### src/necr_pkg.sv
package necr_pkg;
    localparam int NECR_SECTORS = 5;
    localparam int NECR_SECTOR_BYTES = 256;
    localparam int NECR_ADDR_W = 8;
    localparam logic [7:0] NECR_OFS_SECTOR0 = 8'h00;
    localparam logic [7:0] NECR_OFS_SECTOR1 = 8'h04;
    localparam logic [7:0] NECR_OFS_SECTOR2 = 8'h08;
    localparam logic [7:0] NECR_OFS_SECTOR3 = 8'h0c;
    localparam logic [7:0] NECR_OFS_SECTOR4 = 8'h10;
    localparam logic [7:0] NECR_OFS_IRQ_STATUS = 8'h20;
    localparam logic [7:0] NECR_OFS_IRQ_MASK = 8'h24;
    localparam logic [7:0] NECR_OFS_PAGE_SIZE = 8'h28;
    localparam int NECR_BIT_POS_LSB = 0;
    localparam int NECR_BIT_POS_W = 3;
    localparam int NECR_WORD_LSB = 3;
    localparam int NECR_WORD_W = 8;
    localparam int NECR_PARITY_LSB = 12;
    localparam int NECR_PARITY_W = 11;
    localparam logic [31:0] NECR_RESULT_RESET = 32'h0000_0000;
    localparam logic [4:0] NECR_MASK_RESET = 5'h00;
    localparam logic [1:0] NECR_PAGE_RESET = 2'h0;
    typedef enum logic [1:0] {
        NECR_PAGE_512 = 2'b00,
        NECR_PAGE_2048 = 2'b01,
        NECR_PAGE_4096 = 2'b10
    } necr_page_type;
    typedef enum logic [1:0] {
        NECR_ERR_NONE = 2'b00,
        NECR_ERR_SINGLE = 2'b01,
        NECR_ERR_MULTI = 2'b10,
        NECR_ERR_PARITY = 2'b11
    } necr_err_type;
endpackage

### src/necr_result_if.sv
`timescale 1ns/1ps
interface necr_result_if;
    import necr_pkg::*;
    logic [NECR_SECTORS-1:0] load;
    logic [NECR_SECTORS-1:0] multi;
    logic [NECR_PARITY_W-1:0] parity [NECR_SECTORS];
    logic [NECR_WORD_W-1:0] word_index [NECR_SECTORS];
    logic [NECR_BIT_POS_W-1:0] bit_pos [NECR_SECTORS];
    modport src (output load, multi, parity, word_index, bit_pos);
    modport dst (input load, multi, parity, word_index, bit_pos);
endinterface

### src/necr_result_mem.sv
`timescale 1ns/1ps
module necr_result_mem
    import necr_pkg::*;
(
    input wire logic clk_in,
    input wire logic rst_n_in,
    input wire logic en_in,
    necr_result_if.dst res,
    input wire logic [2:0] rd_idx_in,
    output logic [31:0] rd_data_out
);
    logic [31:0] word_r [NECR_SECTORS];
    logic [31:0] word_nxt [NECR_SECTORS];
    logic [31:0] rd_r;
    logic [31:0] rd_nxt;

    // Multi-error sectors keep parity; position fields are cleared as unusable.
    function automatic logic [31:0] pack_word(input int s);
        logic [31:0] w;
        w = 32'h0000_0000;
        w[NECR_PARITY_LSB +: NECR_PARITY_W] = res.parity[s];
        if (!res.multi[s]) begin
            w[NECR_WORD_LSB +: NECR_WORD_W] = res.word_index[s];
            w[NECR_BIT_POS_LSB +: NECR_BIT_POS_W] = res.bit_pos[s];
        end
        return w;
    endfunction

    always_comb begin
        for (int s = 0; s < NECR_SECTORS; s++) begin
            word_nxt[s] = res.load[s] ? pack_word(s) : word_r[s];
        end
        rd_nxt = (int'(rd_idx_in) < NECR_SECTORS) ?
            word_r[rd_idx_in] : 32'h0000_0000;
    end

    always_ff @(posedge clk_in or negedge rst_n_in) begin
        if (!rst_n_in) begin
            for (int s = 0; s < NECR_SECTORS; s++) begin
                word_r[s] <= NECR_RESULT_RESET;
            end
            rd_r <= 32'h0000_0000;
        end else if (en_in) begin
            word_r <= word_nxt;
            rd_r <= rd_nxt;
        end
    end
    assign rd_data_out = rd_r;
endmodule

### src/necr_sector_regs.sv
// Strobed register access and the address map were left to the implementer.
`timescale 1ns/1ps
// Contract
// - One code per 256-byte sector; pages of 512, 2048 or 4096 bytes. Codes are kept for sectors 0 to 4 only, bytes 0 to 1279.
// - Sector register n covers page bytes 256n to 256n+255.
// - On a single error, report the wrong bit within the byte.
// - On a single error, report the index of the faulty byte.
// - With multiple errors, position fields are meaningless and unused.
module necr_sector_regs
    import necr_pkg::*;
(
    input wire logic ref_clk_in,
    input wire logic rstn_in,
    input wire logic clk_en_in,
    input wire logic [necr_pkg::NECR_ADDR_W-1:0] reg_addr_in,
    input wire logic [31:0] reg_wdata_in,
    input wire logic reg_wr_in,
    input wire logic reg_rd_in,
    output logic [31:0] reg_rdata_out,
    input wire logic page_start_in,
    input wire logic [11:0] page_byte_addr_in,
    input wire logic sector_done_in,
    input wire logic [necr_pkg::NECR_PARITY_W-1:0] calc_parity_in,
    input wire logic [1:0] calc_err_in,
    input wire logic [necr_pkg::NECR_WORD_W-1:0] calc_word_in,
    input wire logic [necr_pkg::NECR_BIT_POS_W-1:0] calc_bit_in,
    output logic [1:0] page_size_out,
    output logic [necr_pkg::NECR_SECTORS-1:0] sector_done_out,
    output logic irq_out
);
    import necr_pkg::*;

    necr_result_if res_if ();

    logic rst_s1_r;
    logic rst_s2_r;
    logic rst_n;
    logic [NECR_SECTORS-1:0] status_r;
    logic [NECR_SECTORS-1:0] status_nxt;
    logic [NECR_SECTORS-1:0] mask_r;
    logic [NECR_SECTORS-1:0] mask_nxt;
    logic [1:0] page_r;
    logic [1:0] page_nxt;
    logic [NECR_SECTORS-1:0] done_r;
    logic [NECR_SECTORS-1:0] done_nxt;
    logic irq_r;
    logic irq_nxt;
    logic [2:0] sector_idx;
    logic [NECR_SECTORS-1:0] load_vec;
    logic [31:0] mem_rd;
    logic [31:0] misc_rd_r;
    logic [31:0] misc_rd_nxt;
    logic rd_mem_r;
    logic rd_mem_nxt;

    always_ff @(posedge ref_clk_in or negedge rstn_in) begin
        if (!rstn_in) begin
            rst_s1_r <= 1'b0;
            rst_s2_r <= 1'b0;
        end else begin
            rst_s1_r <= 1'b1;
            rst_s2_r <= rst_s1_r;
        end
    end
    assign rst_n = rst_s2_r;

    function automatic logic is_result_addr(input logic [7:0] a);
        return (a[1:0] == 2'b00) && (a <= NECR_OFS_SECTOR4);
    endfunction

    // The sector index is bits 10:8 of the page byte address, the address divided by 256 modulo 8.
    assign sector_idx = page_byte_addr_in[10:8];

    genvar g;
    generate
        for (g = 0; g < NECR_SECTORS; g++) begin : g_sec
            // Sectors past the configured page end never load.
            assign load_vec[g] = sector_done_in && (sector_idx == 3'(g))
                && (page_byte_addr_in[11] == 1'b0)
                && ((page_r != NECR_PAGE_512) || (g < 2));
            assign res_if.load[g] = load_vec[g];
            assign res_if.multi[g] = (calc_err_in == NECR_ERR_MULTI);
            assign res_if.parity[g] = calc_parity_in;
            assign res_if.word_index[g] = calc_word_in;
            assign res_if.bit_pos[g] = calc_bit_in;
        end
    endgenerate

    necr_result_mem u_mem (
        .clk_in(ref_clk_in),
        .rst_n_in(rst_n),
        .en_in(clk_en_in),
        .res(res_if.dst),
        .rd_idx_in(reg_addr_in[4:2]),
        .rd_data_out(mem_rd)
    );

    always_comb begin
        status_nxt = status_r;
        mask_nxt = mask_r;
        page_nxt = page_r;
        done_nxt = done_r;
        misc_rd_nxt = 32'h0000_0000;
        rd_mem_nxt = 1'b0;
        if (page_start_in) begin
            done_nxt = '0;
        end
        if (reg_wr_in) begin
            case (reg_addr_in)
                NECR_OFS_IRQ_STATUS: begin
                    status_nxt = status_r & ~reg_wdata_in[NECR_SECTORS-1:0];
                end
                NECR_OFS_IRQ_MASK: begin
                    mask_nxt = reg_wdata_in[NECR_SECTORS-1:0];
                end
                NECR_OFS_PAGE_SIZE: begin
                    if (reg_wdata_in[1:0] != 2'b11) begin
                        page_nxt = reg_wdata_in[1:0];
                    end
                end
                default: begin
                end
            endcase
        end
        // Set wins over a clear in the same cycle.
        status_nxt = status_nxt | load_vec;
        done_nxt = done_nxt | load_vec;
        if (reg_rd_in) begin
            rd_mem_nxt = is_result_addr(reg_addr_in);
            case (reg_addr_in)
                NECR_OFS_IRQ_STATUS: misc_rd_nxt = 32'(status_r);
                NECR_OFS_IRQ_MASK: misc_rd_nxt = 32'(mask_r);
                NECR_OFS_PAGE_SIZE: misc_rd_nxt = 32'(page_r);
                default: misc_rd_nxt = 32'h0000_0000;
            endcase
        end
        irq_nxt = |(status_nxt & mask_nxt);
    end

    always_ff @(posedge ref_clk_in or negedge rst_n) begin
        if (!rst_n) begin
            status_r <= '0;
            mask_r <= NECR_MASK_RESET;
            page_r <= NECR_PAGE_RESET;
            done_r <= '0;
            irq_r <= 1'b0;
            misc_rd_r <= 32'h0000_0000;
            rd_mem_r <= 1'b0;
        end else if (clk_en_in) begin
            status_r <= status_nxt;
            mask_r <= mask_nxt;
            page_r <= page_nxt;
            done_r <= done_nxt;
            irq_r <= irq_nxt;
            misc_rd_r <= misc_rd_nxt;
            rd_mem_r <= rd_mem_nxt;
        end
    end

    // Read data are combined from two registers so no extra latency appears.
    assign reg_rdata_out = rd_mem_r ? mem_rd : misc_rd_r;
    assign page_size_out = page_r;
    assign sector_done_out = done_r;
    assign irq_out = irq_r;

    // A missed load would leave stale parity for the spare-area copy, so
    // the path from finished sector 0 to its status bit is watched here.
    AST_LOAD_SETS_STATUS: assert property (@(posedge ref_clk_in)
        disable iff (!rst_n) clk_en_in && load_vec[0] |=> status_r[0])
        else $error("sector 0 status not set");

    AST_IRQ_FOLLOWS: assert property (@(posedge ref_clk_in)
        disable iff (!rst_n) clk_en_in |=> irq_r == |(status_r & mask_r))
        else $error("irq mismatch");

    AST_RESERVED_ZERO: assert property (@(posedge ref_clk_in)
        disable iff (!rst_n) rd_mem_r |-> (mem_rd[31:23] == 9'h0
        && mem_rd[11] == 1'b0)) else $error("reserved bits set");

    AST_BIT_REPORTED: assert property (@(posedge ref_clk_in)
        disable iff (!rst_n) load_vec[0] && calc_err_in == NECR_ERR_SINGLE
        && clk_en_in ##1 reg_rd_in && reg_addr_in == NECR_OFS_SECTOR0
        && clk_en_in && !sector_done_in |=> reg_rdata_out[2:0]
        == $past(calc_bit_in, 2)) else $error("bit position lost");

    AST_NO_LOAD_BEYOND: assert property (@(posedge ref_clk_in)
        disable iff (!rst_n) page_r == NECR_PAGE_512 |-> load_vec[4:2] == 3'h0)
        else $error("load beyond 512-byte page");

    AST_MULTI_CLEARS: assert property (@(posedge ref_clk_in)
        disable iff (!rst_n) load_vec[0] && calc_err_in == NECR_ERR_MULTI
        && clk_en_in ##1 reg_rd_in && reg_addr_in == NECR_OFS_SECTOR0
        && clk_en_in |=> reg_rdata_out[10:0] == 11'h0)
        else $error("multi-error positions not cleared");

    AST_WORD_REPORTED: assert property (@(posedge ref_clk_in)
        disable iff (!rst_n) load_vec[0] && calc_err_in == NECR_ERR_SINGLE
        && clk_en_in ##1 reg_rd_in && reg_addr_in == NECR_OFS_SECTOR0
        && clk_en_in && !sector_done_in |=> reg_rdata_out[10:3]
        == $past(calc_word_in, 2)) else $error("word index lost");

    AST_PARITY_REPORTED: assert property (@(posedge ref_clk_in)
        disable iff (!rst_n) load_vec[0] && clk_en_in
        ##1 reg_rd_in && reg_addr_in == NECR_OFS_SECTOR0
        && clk_en_in && !sector_done_in |=> reg_rdata_out[22:12]
        == $past(calc_parity_in, 2)) else $error("parity lost");

    AST_MASK_WRITE: assert property (@(posedge ref_clk_in)
        disable iff (!rst_n) clk_en_in && reg_wr_in
        && reg_addr_in == NECR_OFS_IRQ_MASK |=> mask_r
        == $past(reg_wdata_in[4:0])) else $error("mask not written");

    AST_MASK_HOLD: assert property (@(posedge ref_clk_in)
        disable iff (!rst_n) clk_en_in
        && !(reg_wr_in && reg_addr_in == NECR_OFS_IRQ_MASK)
        |=> $stable(mask_r)) else $error("mask changed unasked");

    AST_STATUS_CLEAR: assert property (@(posedge ref_clk_in)
        disable iff (!rst_n) clk_en_in && reg_wr_in
        && reg_addr_in == NECR_OFS_IRQ_STATUS && load_vec == '0
        |=> (status_r & $past(reg_wdata_in[NECR_SECTORS-1:0])) == '0)
        else $error("status bit not cleared");

    // A result arriving with a clear must stay visible, or its event is lost.
    AST_SET_WINS: assert property (@(posedge ref_clk_in)
        disable iff (!rst_n) clk_en_in && load_vec != '0
        |=> (status_r & $past(load_vec)) == $past(load_vec))
        else $error("status set lost");

    AST_STATUS_HOLD: assert property (@(posedge ref_clk_in)
        disable iff (!rst_n) clk_en_in && !reg_wr_in && load_vec == '0
        |=> $stable(status_r)) else $error("status changed unasked");

    AST_DONE_SETS: assert property (@(posedge ref_clk_in)
        disable iff (!rst_n) clk_en_in && load_vec != '0
        |=> (done_r & $past(load_vec)) == $past(load_vec))
        else $error("sector done not set");

    AST_DONE_STICKY: assert property (@(posedge ref_clk_in)
        disable iff (!rst_n) clk_en_in && !page_start_in
        |=> (done_r & $past(done_r)) == $past(done_r))
        else $error("sector done dropped");

    AST_PAGE_START_CLEARS: assert property (@(posedge ref_clk_in)
        disable iff (!rst_n) clk_en_in && page_start_in && load_vec == '0
        |=> done_r == '0) else $error("page start did not clear");

    AST_PAGE_WRITE: assert property (@(posedge ref_clk_in)
        disable iff (!rst_n) clk_en_in && reg_wr_in
        && reg_addr_in == NECR_OFS_PAGE_SIZE && reg_wdata_in[1:0] != 2'b11
        |=> page_r == $past(reg_wdata_in[1:0]))
        else $error("page size not written");

    AST_PAGE_REFUSE: assert property (@(posedge ref_clk_in)
        disable iff (!rst_n) clk_en_in && reg_wr_in
        && reg_addr_in == NECR_OFS_PAGE_SIZE && reg_wdata_in[1:0] == 2'b11
        |=> $stable(page_r)) else $error("unsupported page size taken");

    AST_PAGE_HOLD: assert property (@(posedge ref_clk_in)
        disable iff (!rst_n) clk_en_in && !reg_wr_in |=> $stable(page_r))
        else $error("page size changed unasked");

    // With the enable low nothing may move, so a result offered while stalled is dropped.
    AST_FREEZE: assert property (@(posedge ref_clk_in)
        disable iff (!rst_n) !clk_en_in |=> $stable(status_r)
        && $stable(mask_r) && $stable(page_r) && $stable(done_r)
        && $stable(irq_r)) else $error("state moved while frozen");

    AST_RD_STATUS: assert property (@(posedge ref_clk_in)
        disable iff (!rst_n) clk_en_in && reg_rd_in
        && reg_addr_in == NECR_OFS_IRQ_STATUS
        |=> reg_rdata_out == 32'($past(status_r)))
        else $error("status read wrong");

    AST_RD_MASK: assert property (@(posedge ref_clk_in)
        disable iff (!rst_n) clk_en_in && reg_rd_in
        && reg_addr_in == NECR_OFS_IRQ_MASK
        |=> reg_rdata_out == 32'($past(mask_r)))
        else $error("mask read wrong");

    AST_RD_PAGE: assert property (@(posedge ref_clk_in)
        disable iff (!rst_n) clk_en_in && reg_rd_in
        && reg_addr_in == NECR_OFS_PAGE_SIZE
        |=> reg_rdata_out == 32'($past(page_r)))
        else $error("page size read wrong");

    AST_RD_UNMAPPED: assert property (@(posedge ref_clk_in)
        disable iff (!rst_n) clk_en_in && reg_rd_in
        && reg_addr_in > NECR_OFS_PAGE_SIZE
        |=> reg_rdata_out == 32'h0000_0000) else $error("unmapped read");

    AST_RD_IDLE: assert property (@(posedge ref_clk_in)
        disable iff (!rst_n) clk_en_in && !reg_rd_in
        |=> reg_rdata_out == 32'h0000_0000) else $error("read data left");

    AST_NO_LOAD_HIGH: assert property (@(posedge ref_clk_in)
        disable iff (!rst_n) page_byte_addr_in[11] |-> load_vec == '0)
        else $error("load past byte 2047");

    AST_RESET_STAGES: assert property (@(posedge ref_clk_in)
        disable iff (!rstn_in) !rst_s1_r |=> !rst_n)
        else $error("reset released early");

    // Each of sectors 0 to 4 that the page holds must take its own result.
    generate
        for (g = 0; g < NECR_SECTORS; g++) begin : g_chk
            AST_SECTOR_LOAD: assert property (@(posedge ref_clk_in)
                disable iff (!rst_n) clk_en_in && sector_done_in
                && page_byte_addr_in[11:8] == 4'(g)
                && (page_r != NECR_PAGE_512 || g < 2)
                |=> status_r[g] && done_r[g])
                else $error("sector result not taken");
        end
    endgenerate
endmodule

### config.mk
export PLATFORM = sky130hd
export DESIGN_NAME = necr_sector_regs
export DESIGN_NICKNAME = d
export VERILOG_FILES = /design/src/necr_pkg.sv /design/src/necr_result_if.sv /design/src/necr_result_mem.sv /design/src/necr_sector_regs.sv
export SDC_FILE = /design/constraint.sdc
export NUM_CORES = 1
export LEC_CHECK = 0
export ABC_AREA = 1
export BUFFER_PORTS_ARGS = -buffer_cell sky130_fd_sc_hd__buf_4
export CAP_MARGIN = 15
export CELL_PAD_IN_SITES_DETAIL_PLACEMENT = 1
export CELL_PAD_IN_SITES_GLOBAL_PLACEMENT = 1
export CORE_MARGIN = 3
export CORE_UTILIZATION = 38
export CTS_BUF_LIST = sky130_fd_sc_hd__clkbuf_4 sky130_fd_sc_hd__clkbuf_8
export DETAILED_ROUTE_END_ITERATION = 8
export MAX_ROUTING_LAYER = met4
export PLACE_DENSITY = 0.8
export SYNTH_ARGS = -nofsm -noshare
export SYNTH_HDL_FRONTEND = slang
export SYNTH_HIERARCHICAL = 1
export SYNTH_SLANG_ARGS = --single-unit
### constraint.sdc
create_clock -name ref_clk_in -period 6.6 [get_ports ref_clk_in]
set_input_delay 0.99 -clock ref_clk_in [delete_from_list [all_inputs] [get_ports ref_clk_in]]
set_output_delay 0.99 -clock ref_clk_in [all_outputs]
set_load 0.02 [all_outputs]
* Word level (Yosys, flattened, before mapping) *
Cells that the tools add are included.

word-level totals
  register bits after elaboration = 195
  bits in latches = 0
  RAM bits = 0
  bits in read-only memories = 0
  input port bits = 83
  output and inout bits = 40
  logic and storage cells = 72
  memories = 0

cells by class
  add/subtract/negate cells = 0
  multipliers = 0
  divide/modulo/power cells = 0
  order comparisons = 3
  eq/ne operators = 9
  shift operators = 0
  muxes and demuxes = 14
  bitwise gates (word level) = 7
  reductions and logical operators = 24

operator list
  operator                                                                          count
  32-bit 2-to-1 mux                                                                 4
  32-bit binary-select mux with 3-bit select                                        1
  5-bit 2-to-1 mux                                                                  6
  8-bit by 6-bit == test with 1-bit output, second input constant                   3
  5-bit case mux with 3 select lines                                                1
  1-bit logical AND                                                                 14
  11-bit 2-to-1 mux                                                                 1
  5-bit bitwise AND                                                                 2
  5-bit bitwise OR                                                                  2
  2-bit AND reduction                                                               5
  8-bit by 5-bit less-or-equal comparator with 1-bit output, second input constant  1
  3-bit by 2-bit == test with 1-bit output, second input constant                   2
  5-bit inverter                                                                    1
  5-bit OR reduction                                                                1
  4-bit >= comparator, second input constant                                        1
  3-bit inverter with 4-bit output                                                  1
  4-bit AND reduction                                                               1
  3-bit by 1-bit == test with 1-bit output, second input constant                   1
  3-bit == test, second input constant                                              1
  3-bit zero test                                                                   1
  3-bit < comparator, second input constant                                         1
  2-bit == test, second input constant                                              1
  2-bit zero test                                                                   1
  2-bit inequality test, second input constant                                      1
  3 further kinds                                                                   3

* Longest topological paths before layout *
  word-level depth = 7
  mapped depth = 10
  mapped depth without buffers = 10

* Hierarchy *
Netlist, hierarchy kept.

modules (own cells, without submodules)
  module            times used  cells each  area an instance (µm²)  sequential area each (µm²)
  necr_result_mem   1           827         6,163.4                 3,303.2
  necr_sector_regs  1           274         1,761.7                 650.6

* Least setup slack after synthesis *
OpenSTA, ideal clock, no wires.

  path kind = flip-flop to output port
  from = register rd_mem_r
  to = output reg_rdata_out[12]
  data arrival time = 1.057 ns
  data required time = 5.610 ns
  slack = 4.553 ns
  cell stages (with the launch flop) = 5
  buffers on the path = 2
  cells stage by stage = dfrtp_1 -> clkbuf_1 -> clkbuf_1 -> nand2_1 -> inv_1

between the ends
  cells in the longest elaborated chain, start to end = 1

RTL lines
  what                      line                     text
  start: declaration        necr_sector_regs.sv:53   logic rd_mem_r;
  start signal: assignment  necr_sector_regs.sv:156  rd_mem_r <= rd_mem_nxt;
  32-bit 2-to-1 mux         necr_sector_regs.sv:161  assign reg_rdata_out = rd_mem_r ? mem_rd : misc_rd_r;
  end: declaration          necr_sector_regs.sv:19   output logic [31:0] reg_rdata_out,

Every way passes these cells.

* Worst setup path after layout *
  from = register rd_mem_r
  to = output reg_rdata_out[2]

Same word-level chain as after synthesis.

==> summary.txt <==
Die
  – I/O Pins: around 120
  – Core region area: around 20000 µm²
  – Die extent in x: 150.4 µm
  – Full die area: 22620 µm²
  – Effective utilization at floorplan: 38.92%
  – # rows: 52
  – Die Height: 150.4 µm

Placed design
  – Port bufs: a little under 80
  – Pre-CTS setup slack: 3895 ps
  – GPL Wtd Cong: roughly 0.8
  – Post-DP HPWL: around 15000 µm

Layout
  – Ant. Diodes: 0
  – Commonest non-fill, non-tap cell in the layout: nand2_1
  – Commonest cells after routing, fill and taps aside: nand2_1 (602), dfrtp_1 (157), buf_4 (84)
  – Layout overhead on the synthesized area: 13.97%
  – Layout cells sized above 1: 11.56%
  – Final Net Count: 1230

Routing
  – # DRC: 0
  – Final wirelength: 23530 µm
  – Number of antenna-violating nets in the routed design: 0
  – Initial DRT Pass Iterations: 4
  – Drt via density: around 4.9
  – Via count: 7070
  – Per-cell routed wire length: approximately 16 µm
  – Initial detailed-routing violation count: 419

STA
  – Period minus WS final: 2671 ps
  – Rel. slew slack: ~30%
  – Final setup vio count: 0
  – RSZ-0062 raised after global routing: false
  – Actual slew at the worst max-slew pin: 1050 ps
  – Setup tns final: 0 ps
  – Endpoints failing hold: 0
  – Fmax: between 300 and 400 MHz
  – Max-slew violations: 0
  – Worst Slack Setup Final: 3929 ps
  – Fin crit share: around 40%
  – Worst Skew: 9.172 ps

Run status
  – Outcome: finished clean

Clock network
  – Clk slew on worst S/H paths: 80 ps
  – Num Clock Sinks: 158
  – Post-CTS resize count: 0
  – Clock insertion delay at the later pin of the skew report: 460 ps
  – Post-CTS setup repair buffer count: 0
  – Clock Tree Root: clkbuf_8
  – Cts-stage hold buffer count: 0
  – CTS max path bufs: 2
  – TritonCTS Buffers: 17
  – Htree depth: 4
  – CTS tree: built

Critical path
  – CP required: 5610 ps
  – WP data arrival: 1680 ps
  – CP max FO: 38
  – Critical setup path kind: register to output port
  – Startpoint class of the critical path: register
  – CP endpoint kind: output port

Synthesis
  – Mean Syn Cell Area: 7.198 µm²
  – Post-synth ARST share: between 90% and 100%
  – Prevailing post-synth register cell: dfrtp_1
  – Mapped Cells: 1101
  – Synthesized area: 7925 µm²
  – Top cell type's share of synthesized area: 49.89%
  – Largest area contributor in the netlist: dfrtp_1
  – Synth Warn #: 6
  – Seq/Total Area, Yosys: 49.89%
  – Post-synth EDFFs: 0
  – Count of different cell masters after synthesis: 31
  – #FFs+latches synth: 158
  – Top cells by area, synth: dfrtp_1 (50%), nand2_1 (29%), o21ai_0 (4.5%), nand3_1 (3.9%), inv_1 (3.4%)

Pwr
  – Pleak: 4.991 nW
  – Pwr per Cell Area: 236.9 nW/µm²
  – Total power: 2.140 mW
  – Worst VDD drop: 126.0 µV

Flow run
  – Max-cap violations: 0

Worst hold path
  – Worst Hold Class: primary input to asynchronous set/reset pin

GRT
  – Total track usage: between 20 and 25%
  – First-pass GRT wire length: 37920 µm
  – Number of global-route vias before repair: 7249
  – Pin count of the biggest net entering global routing: 81
  – Antenna violations before repair: 0
  – Total congestion overflow: 0
## cell families (layout without fill, tap and decap cells)
logic type | Yosys count | count (layout) | synth area share [%]
other | 2 | 11 | 0.09476
buffers and inverters | 143 | 192 | 8.004
AOI/OAI and AO/OA | 106 | 106 | 7.010
DFF | 158 | 158 | 49.89
and+or+nand+nor | 692 | 692 | 35.00
## power by group
group | internal (mW) | total, mW | switching, mW
Clock | 0.444 | 0.813 | 0.369
Sequential | 1.04 | 1.08 | 0.0467
Combinational | 0.0848 | 0.244 | 0.159
## metal layers
layer / track usage, % / part of all wire [%] / routed length (µm) / vias up
met2: 35.57 / 47 / 11000 / 154
met5: - / 0 / 0 / -
met1: 29.26 / 47 / 11140 / 3436
met3: 3.131 / 4.5 / 1061 / 27
met4: 6.176 / 1.4 / 325 / 0
li1: - / - / - / 3453
## area by class of cell
cell class	instances	area [µm²]
Clock buffer	21	282.8
Clock inverter	10	161.4
Fill cell	2596	11330
Inverter	77	291.5
Multi-Input combinational cell	809	3371
Sequential cell	158	3958
Tap cell	270	337.8
Timing Repair Buffer	84	630.6
## flip-flops by register name, indices dropped and copies added (netlist names)
name,flops
page_size_out,2
irq_out,1
mask_r,5
sector_done_out,5
rd_mem_r,1
rst_n,1
u_mem/word_r,110
misc_rd_r,5
rst_s1_r,1
u_mem/rd_data_out,22
status_r,5
## final timing paths
check | slack, ps | start | to | depth (start not counted)
max | 3930 | rd_mem_r | reg_rdata_out[2] | 3
min | 300 | rstn_in | rst_s1_r | 1
max reg2reg | 4470 | rst_n | u_mem/word_r[0] | 1
min reg2reg | 370 | rst_s1_r | rst_n | 0
max in group asynchronous | 4470 | rst_n | u_mem/word_r[0] | 1
min in group ref_clk_in | 370 | rst_s1_r | rst_n | 0
## synth_stat cells (3+ instances only)
master    number
nand2_1      602
dfrtp_1      158
inv_1         72
o21ai_0       71
nand3_1       61
clkbuf_1      28
a21oi_1       24
buf_2         19
buf_4         16
nor2_1        11
inv_2          4
nor3_1         4
nand2_2        3
o211ai_1       3
o22ai_1        3
## through the flow
stage          hold WS [ps]  util [%]  cells  instance area, µm²
2_1_floorplan         331.2         -   1110                7959
3_3_place_gp          339.8     42.17   1398                8588
3_5_place_dp          346.6     42.17   1398                8588
4_1_cts               273.9     44.35   1429                9032
5_1_grt               264.3     44.35   1429                9032
6_report              299.2     44.35   1429                9032
## critical path: stages, from the launching register on
cell and delay [ps]:
dfrtp_1 360, buf_4 250, o21ai_0 380, buf_4 220
Note: power is estimated with default switching activity, not from simulation.
